==> src/include/apc_map.vh <==
// constants of the amplifier protection controller
`ifndef APC_MAP_VH
`define APC_MAP_VH
// ***********************************
// register offsets (byte addresses)
// ***********************************
`define APC_CTRL_OFS 8'h00
`define APC_STATUS_OFS 8'h04
`define APC_STRAP_OFS 8'h08
`define APC_COUNT_OFS 8'h0C
// ***********************************
// control register fields
// ***********************************
`define APC_CTRL_TEST_BIT 0
`define APC_CTRL_RESET 32'h0000_0000
// ***********************************
// status register fields
// ***********************************
`define APC_ST_LATCH_BIT 0
`define APC_ST_HIZ_BIT 1
`define APC_ST_WARN_BIT 2
`define APC_ST_OTE_BIT 3
`define APC_ST_UVP_BIT 4
`define APC_ST_OC_BIT 5
`define APC_ST_RECOV_BIT 6
`define APC_ST_RSVD_BIT 7
// ***********************************
// protection mode encodings
// ***********************************
`define APC_MODE_SELF 2'h0
`define APC_MODE_LATCH 2'h1
`define APC_MODE_TEST 2'h2
`define APC_MODE_RSVD 2'h3
// ***********************************
// timing counts
// ***********************************
`define APC_RECOVER_CYCLES 10'h200
`endif

==> src/design/apc_protection_ctrl.v <==
// fault latch, recovery sequencer, strap decode and ahb-lite registers
`timescale 1ns/1ps
`include "apc_map.vh"
`default_nettype none
module apc_protection_ctrl #(
   parameter CNT_W = 10
) (
   input wire core_clk_in,
   input wire reset_in,
   input wire [31:0] haddr,
   input wire [1:0] htrans,
   input wire hwrite,
   input wire [2:0] hsize,
   input wire hsel,
   input wire hready,
   input wire [31:0] hwdata,
   output reg [31:0] hrdata,
   output wire hreadyout,
   output wire hresp,
   input wire amp_reset_n_in,
   input wire pwm_in,
   input wire protection_select_a_in,
   input wire protection_select_b_in,
   input wire output_config_select_in,
   input wire thermal_warning_flag_in,
   input wire thermal_fault_sense_in,
   input wire supply_low_lockout_in,
   input wire current_limit_trip_in,
   output reg bridge_enable_out,
   output reg bridge_tied_output_out,
   output wire thermal_warning_n_out,
   output wire thermal_warning_n_oe_out,
   output wire fault_flag_n_out,
   output wire fault_flag_n_oe_out
);
   // ***********************************
   // strap capture and mode decode
   // ***********************************
   reg strap_taken_reg;
   reg [1:0] prot_mode_reg;
   reg bridge_cfg_ok_reg;
   reg test_enable_reg;
   wire [1:0] eff_mode;
   // straps sampled once after reset release, never under the reset itself
   always @(posedge core_clk_in) begin
      if (reset_in) begin
         strap_taken_reg <= 1'b0;
         prot_mode_reg <= `APC_MODE_RSVD;
         bridge_cfg_ok_reg <= 1'b0;
         bridge_tied_output_out <= 1'b0;
      end else if (!strap_taken_reg) begin
         strap_taken_reg <= 1'b1;
         if (protection_select_a_in)
            prot_mode_reg <= `APC_MODE_RSVD;
         else if (protection_select_b_in)
            prot_mode_reg <= `APC_MODE_LATCH;
         else
            prot_mode_reg <= `APC_MODE_SELF;
         bridge_cfg_ok_reg <= ~output_config_select_in;
         bridge_tied_output_out <= ~output_config_select_in;
      end
   end
   // test mode only through the dedicated control bit
   assign eff_mode = test_enable_reg ? `APC_MODE_TEST : prot_mode_reg;
   wire prot_on;
   assign prot_on = (eff_mode != `APC_MODE_TEST);
   // reserved output config keeps the bridge parked; reserved protection straps do so only while the test bit is clear
   wire cfg_valid;
   assign cfg_valid = strap_taken_reg && bridge_cfg_ok_reg && (eff_mode != `APC_MODE_RSVD);
   // ***********************************
   // fault conditions
   // ***********************************
   // single shared sense per fault type covers both half-bridges
   wire any_fault;
   assign any_fault = prot_on & (thermal_fault_sense_in | supply_low_lockout_in
      | current_limit_trip_in);
   // ***********************************
   // protection latch and sequencer
   // ***********************************
   reg latch_reg;
   reg hiz_reg;
   reg ote_reg;
   reg rst_prev_reg;
   reg latch_next;
   reg hiz_next;
   reg ote_next;
   wire rst_fall;
   wire rst_rise;
   wire rec_half;
   wire rec_full;
   wire rec_running;
   wire [CNT_W-1:0] rec_count;
   wire rec_start;
   assign rst_fall = rst_prev_reg & ~amp_reset_n_in;
   assign rst_rise = ~rst_prev_reg & amp_reset_n_in;
   assign rec_start = (eff_mode == `APC_MODE_SELF) && any_fault && !latch_reg;
   apc_recover_counter #(
      .CNT_W(CNT_W),
      .RECOVER_N(`APC_RECOVER_CYCLES)
   ) u_recover (
      .core_clk_in(core_clk_in),
      .reset_in(reset_in),
      .start_in(rec_start),
      .abort_in(~amp_reset_n_in | (eff_mode != `APC_MODE_SELF)),
      .pwm_in(pwm_in),
      .half_out(rec_half),
      .full_out(rec_full),
      .running_out(rec_running),
      .count_out(rec_count)
   );
   // next state of the error latch, the hi-z hold and the thermal cause
   always @* begin
      latch_next = latch_reg;
      hiz_next = hiz_reg;
      ote_next = ote_reg;
      if (!amp_reset_n_in) begin
         hiz_next = 1'b1;
         if (rst_fall || !latch_reg) begin
            // falling edge wipes the error, unless one is still present
            latch_next = any_fault;
            ote_next = any_fault & thermal_fault_sense_in;
         end
      end else if (any_fault) begin
         // set wins over any clear in the same cycle
         latch_next = 1'b1;
         ote_next = ote_reg | thermal_fault_sense_in;
         hiz_next = 1'b1;
      end else if (rec_half) begin
         latch_next = 1'b0;
         ote_next = 1'b0;
      end else if (rec_full && !latch_reg) begin
         // a latch set again after the half point blocks this resume
         hiz_next = !cfg_valid;
      end else if (rst_rise && !latch_reg) begin
         hiz_next = !cfg_valid;
      end
   end
   always @(posedge core_clk_in) begin
      if (reset_in) begin
         latch_reg <= 1'b0;
         hiz_reg <= 1'b1;
         ote_reg <= 1'b0;
         rst_prev_reg <= 1'b0;
      end else begin
         rst_prev_reg <= amp_reset_n_in;
         latch_reg <= latch_next;
         hiz_reg <= hiz_next;
         ote_reg <= ote_next;
      end
   end
   always @(posedge core_clk_in) begin
      if (reset_in)
         bridge_enable_out <= 1'b0;
      else
         bridge_enable_out <= !hiz_reg && amp_reset_n_in && !any_fault && cfg_valid;
   end
   // ***********************************
   // open-drain status pins
   // ***********************************
   wire fault_pull;
   wire warn_pull;
   // reset low releases the fault pin whatever the latch holds
   assign fault_pull = amp_reset_n_in & latch_reg;
   assign warn_pull = (prot_on & thermal_warning_flag_in) | (amp_reset_n_in & ote_reg);
   assign fault_flag_n_out = 1'b0;
   assign fault_flag_n_oe_out = fault_pull;
   assign thermal_warning_n_out = 1'b0;
   assign thermal_warning_n_oe_out = warn_pull;
   // ***********************************
   // ahb-lite slave
   // ***********************************
   reg dp_valid_reg;
   reg dp_write_reg;
   reg [7:0] dp_addr_reg;
   wire ap_take;
   assign ap_take = hsel && hready && htrans[1];
   assign hreadyout = 1'b1;
   assign hresp = 1'b0;
   always @(posedge core_clk_in) begin
      if (reset_in) begin
         dp_valid_reg <= 1'b0;
         dp_write_reg <= 1'b0;
         dp_addr_reg <= 8'h00;
      end else if (hready) begin
         dp_valid_reg <= ap_take;
         dp_write_reg <= hwrite;
         dp_addr_reg <= haddr[7:0];
      end
   end
   localparam [31:0] CTRL_RST = `APC_CTRL_RESET;
   always @(posedge core_clk_in) begin
      if (reset_in)
         test_enable_reg <= CTRL_RST[`APC_CTRL_TEST_BIT];
      else if (dp_valid_reg && dp_write_reg && dp_addr_reg == `APC_CTRL_OFS)
         test_enable_reg <= hwdata[`APC_CTRL_TEST_BIT];
   end
   reg [31:0] rd_mux;
   always @* begin
      rd_mux = 32'h0000_0000;
      case (haddr[7:0])
         `APC_CTRL_OFS: rd_mux[`APC_CTRL_TEST_BIT] = test_enable_reg;
         `APC_STATUS_OFS: begin
            rd_mux[`APC_ST_LATCH_BIT] = latch_reg;
            rd_mux[`APC_ST_HIZ_BIT] = hiz_reg;
            rd_mux[`APC_ST_WARN_BIT] = thermal_warning_flag_in;
            rd_mux[`APC_ST_OTE_BIT] = ote_reg;
            rd_mux[`APC_ST_UVP_BIT] = supply_low_lockout_in;
            rd_mux[`APC_ST_OC_BIT] = current_limit_trip_in;
            rd_mux[`APC_ST_RECOV_BIT] = rec_running;
            rd_mux[`APC_ST_RSVD_BIT] = !cfg_valid;
         end
         `APC_STRAP_OFS: rd_mux[3:0] = {bridge_tied_output_out, eff_mode, strap_taken_reg};
         `APC_COUNT_OFS: rd_mux[CNT_W-1:0] = rec_count;
         default: rd_mux = 32'h0000_0000;
      endcase
   end
   always @(posedge core_clk_in) begin
      if (reset_in)
         hrdata <= 32'h0000_0000;
      else if (ap_take && !hwrite)
         hrdata <= rd_mux;
   end
endmodule
`default_nettype wire

==> src/design/apc_recover_counter.v <==
// self-recovery counter advanced once per pwm input cycle
`timescale 1ns/1ps
`include "apc_map.vh"
`default_nettype none
module apc_recover_counter #(
   parameter CNT_W = 10,
   parameter [CNT_W-1:0] RECOVER_N = `APC_RECOVER_CYCLES
) (
   input wire core_clk_in,
   input wire reset_in,
   input wire start_in,
   input wire abort_in,
   input wire pwm_in,
   output reg half_out,
   output reg full_out,
   output reg running_out,
   output reg [CNT_W-1:0] count_out
);
   reg pwm_prev_reg;
   wire pwm_rise;
   assign pwm_rise = pwm_in & ~pwm_prev_reg;
   always @(posedge core_clk_in) begin
      if (reset_in) begin
         pwm_prev_reg <= 1'b0;
         running_out <= 1'b0;
         count_out <= {CNT_W{1'b0}};
         half_out <= 1'b0;
         full_out <= 1'b0;
      end else begin
         pwm_prev_reg <= pwm_in;
         half_out <= 1'b0;
         full_out <= 1'b0;
         if (abort_in) begin
            running_out <= 1'b0;
            count_out <= {CNT_W{1'b0}};
         end else if (start_in) begin
            // a fresh error restarts from zero, even mid-count, unless abort_in is high in the same cycle
            running_out <= 1'b1;
            count_out <= {CNT_W{1'b0}};
         end else if (running_out && pwm_rise) begin
            // one step per pwm period, so delay scales with switching rate
            count_out <= count_out + 1'b1;
            if (count_out + 1'b1 == (RECOVER_N >> 1))
               half_out <= 1'b1;
            if (count_out + 1'b1 == RECOVER_N) begin
               full_out <= 1'b1;
               running_out <= 1'b0;
               count_out <= {CNT_W{1'b0}};
            end
         end
      end
   end
endmodule
`default_nettype wire

==> config.mk <==
export PLATFORM = sky130hd
export DESIGN_NAME = apc_protection_ctrl
export DESIGN_NICKNAME = d
export VERILOG_FILES = /design/src/design/apc_protection_ctrl.v /design/src/design/apc_recover_counter.v
export VERILOG_INCLUDE_DIRS = /design/src /design/src/include
export SDC_FILE = /design/constraint.sdc
export NUM_CORES = 1
export LEC_CHECK = 0
export BUFFER_PORTS_ARGS = -buffer_cell sky130_fd_sc_hd__clkbuf_2
export CAP_MARGIN = 10
export CORE_UTILIZATION = 48
export DETAILED_ROUTE_END_ITERATION = 16
export HOLD_SLACK_MARGIN = 0.05
export PLACE_DENSITY = 0.85
export SLEW_MARGIN = 25
export SYNTH_ARGS = -nofsm -noshare
export SYNTH_HDL_FRONTEND = slang
export SYNTH_SLANG_ARGS = --single-unit
==> constraint.sdc <==
create_clock -name core_clk_in -period 4.4 [get_ports core_clk_in]
set_input_delay 0.44 -clock core_clk_in [delete_from_list [all_inputs] [get_ports core_clk_in]]
set_output_delay 0.44 -clock core_clk_in [all_outputs]
set_load 0.05 [all_outputs]
==> results.cfg <==
[finish]
area_growth_pct = 8.02
fin_nets = 377
drive_gt1_frac = 0.201
final_cells = 345
layout_common_cells = 44 x dfxtp_1, 42 x nor2_1, 37 x clkbuf_2
antenna_cells = 0
final_common_cell = dfxtp_1

[drt]
dr_total_vias = 1869
via_per_inst = 5.42
drt_iter0_markers = 85
drt-total-wl_microns = 4650
wire_per_inst_microns = 13.5
dr.pass1.iters = 10
drc_errors = 0
ant_nets = 0

[floorplan]
dieArea_sq_mm = 0.00506
placementRows = 24
core-area_sq_mm = 0.00447
dieHeight_microns = 71.1
pin_count = 123
die_w_microns = 71.1
initial_core_util = 0.512

[clocking]
cts_tree = yes
post_cts_buffers = 0
clockRootBuffer = clkbuf_8
clk_pin_slew_worst_paths_ns = 0.08
cts-hold-fix-buffers = 0
clock_path_buffers = 2
clkLatencyLatePin_ns = 0.30
clock_sink_count = 44
cts-buffers-inserted = 5
ctsResizeCount = 0
htreeDepth = 2

[global_route]
grt_pass1_vias = 1688
antenna_found_initial = 0
grt_usage = 0.201
gr-total-overflow = 0
grt_max_degree = 28
grt_first_pass_wirelength_microns = 7760

[setup_path]
cp.required_ns = 4.56
endpoint_kind = register
worst_path_most_repeated_cell = or3_1
cp_top_family = compound AO/OA/AOI/OAI gates
cpMaxStageDelayCell = o21ai_1
worstPathArrival_ns = 2.30
cp-start-kind = register
cp_num_buf_inv = 0
critPathKind = reg -> reg
path_cells = nor2b_1, or3_1, o21ai_1, or3_1, o22ai_1
path_max_fanout = 12
slowest_delay_ns = 0.76
regToRegSetupSlack_ns = 2.26

[timing]
max_slew_margin = 0.382
finClkSkew_ns = 0.00204
setup_tns_ns = 0
slew_viol_final = 0
rsz0062_at_grt = no
worst-slew-pin-transition_ns = 0.921
finalHoldViolCount = 0
finalCriticalPeriod_ns = 2.14
fin_crit_sh = 0.485
setup_viol = 0
max_freq_ghz = 0.468
timing.final.ws_setup_ns = 2.26

[placed_design]
place.port_buffers = 37
pre_cts_ws_ns = 2.09
dp.cells = 338
gp_congestion = 0.920
dp_hpwl_microns = 3400

[run]
maxCapViolCount = 0

[outcome]
status = complete, no violations

[power_and_ir_drop]
switching_power_w = 0.000226
p_leak_nw = 1.03
internal_power_w = 0.000575
swShare = 0.283
vdd_drop_max_uv = 180
p_seq_frac = 0.518
pwr_density_cell_mw_per_mm2 = 324
power_frac_clock = 0.340
p_comb_frac = 0.141

[synthesis]
synth_seq_cells = 44
ys_seq_area_frac = 0.384
yosysUniqueCellTypes = 49
syn-instance-count = 262
netlist_area_sq_mm = 0.00229
ys_warn_count = 0
post_synth.cell_area_avg_sq_um = 8.75

[min_path]
hold_path.class = in -> reg
==> area by class of cell <==
class,count,area [sq um]
Tap cell,52,65.1
Sequential cell,44,881
Timing Repair Buffer,37,185
Multi-Input combinational cell,200,1230
Clock buffer,7,96.3
Inverter,5,18.8
Fill cell,426,2000
==> kinds of logic (layout without fill, tap and decap cells) <==
kind of cell | count (synthesis) | count (layout) | synth area share
and+or+nand+nor | 106 | 106 | 0.236
DFF | 44 | 44 | 0.384
buffers and inverters | 42 | 49 | 0.118
AOI/OAI and AO/OA | 38 | 38 | 0.122
muxes | 20 | 20 | 0.0955
xor gates and xnor gates | 9 | 9 | 0.0344
other | 2 | 26 | 0.00328
adders and majority gates | 1 | 1 | 0.00546
==> cells in the mapped netlist, drive strengths merged <==
| library cell | n | area (sq um) |
|---|---|---|
| dfxtp | 44 | 881 |
| nor2 | 43 | 164 |
| buf | 30 | 226 |
| mux2i | 14 | 140 |
| nand2 | 14 | 52.6 |
| nor3 | 10 | 60.1 |
| a21oi | 9 | 45.0 |
| a22oi | 8 | 60.1 |
| o21ai | 8 | 40.0 |
| clkbuf | 7 | 26.3 |
| nand3 | 7 | 40.0 |
| and2 | 5 | 31.3 |
| inv | 5 | 18.8 |
| mux2 | 5 | 56.3 |
| nor2b | 5 | 31.3 |
| nor4 | 5 | 31.3 |
| xnor2 | 5 | 43.8 |
| xor2 | 4 | 35.0 |
| nand3b | 3 | 22.5 |
| a211oi | 2 | 27.5 |
| a32oi | 2 | 17.5 |
| conb | 2 | 7.51 |
| nand2b | 2 | 12.5 |
| nand4 | 2 | 12.5 |
| nand4b | 2 | 17.5 |
| nor3b | 2 | 20.0 |
| or2 | 2 | 12.5 |
| or3 | 2 | 12.5 |
| a2111oi | 1 | 15.0 |
| a211o | 1 | 8.76 |
| a21boi | 1 | 7.51 |
| a22o | 1 | 8.76 |
| and3 | 1 | 11.3 |
| ha | 1 | 12.5 |
| mux4 | 1 | 22.5 |
| nor4bb | 1 | 10.0 |
| o2111ai | 1 | 8.76 |
| o211a | 1 | 10.0 |
| o22ai | 1 | 6.26 |
| o2bb2ai | 1 | 8.76 |
| o41ai | 1 | 16.3 |
==> power groups by stage <==
stage	sequential, W	clock [W]	combinational, W
after floorplan	0.000424	0	0.000109
after global placement	0.000425	0	0.000111
after detailed placement	0.000425	0	0.000113
after CTS	0.000415	0.000280	0.000114
after global routing	0.000417	0.000291	0.000122
final	0.000415	0.000273	0.000113
==> path summary, 6_finish.rpt <==
check | startpoint | to | cells after the start
hold reg to reg | hiz_reg$_SDFFE_PP1P_ | bridge_enable_out$_SDFF_PP0_ | 1
hold / removal | protection_select_a_in | prot_mode_reg[1]$_SDFFE_PP1N_ | 3
setup reg to reg | prot_mode_reg[0]$_SDFFE_PP1N_ | u_recover.count_out[0]$_SDFFE_PP0P_ | 5
setup / recovery | prot_mode_reg[0]$_SDFFE_PP1N_ | u_recover.count_out[0]$_SDFFE_PP0P_ | 5
==> worst min-delay path, stage by stage <==
cell and delay (ns):
clkbuf_2 0.09, mux2i_1 0.06, nand2_1 0.06
==> metal layers <==
metal  track usage  share of wire  up-vias
met5             0              0        -
met4        0.0978          0.025        0
met3        0.0627          0.072       11
met2         0.301           0.45       75
met1         0.263           0.46      867
li1              -              -      916
==> stage by stage <==
stage                     cell area [sq um]  total power [W]  utilization  hold WS, ns
after CTS                              2480         0.000809        0.553        0.364
after detailed placement               2380         0.000538        0.532        0.470
after global placement                 2380         0.000536        0.532        0.458
after floorplan                        2380         0.000534            -        0.424
final                                  2480         0.000802        0.553        0.364
after global routing                   2480         0.000830        0.553        0.377
Power figures use the tool's default switching activity.
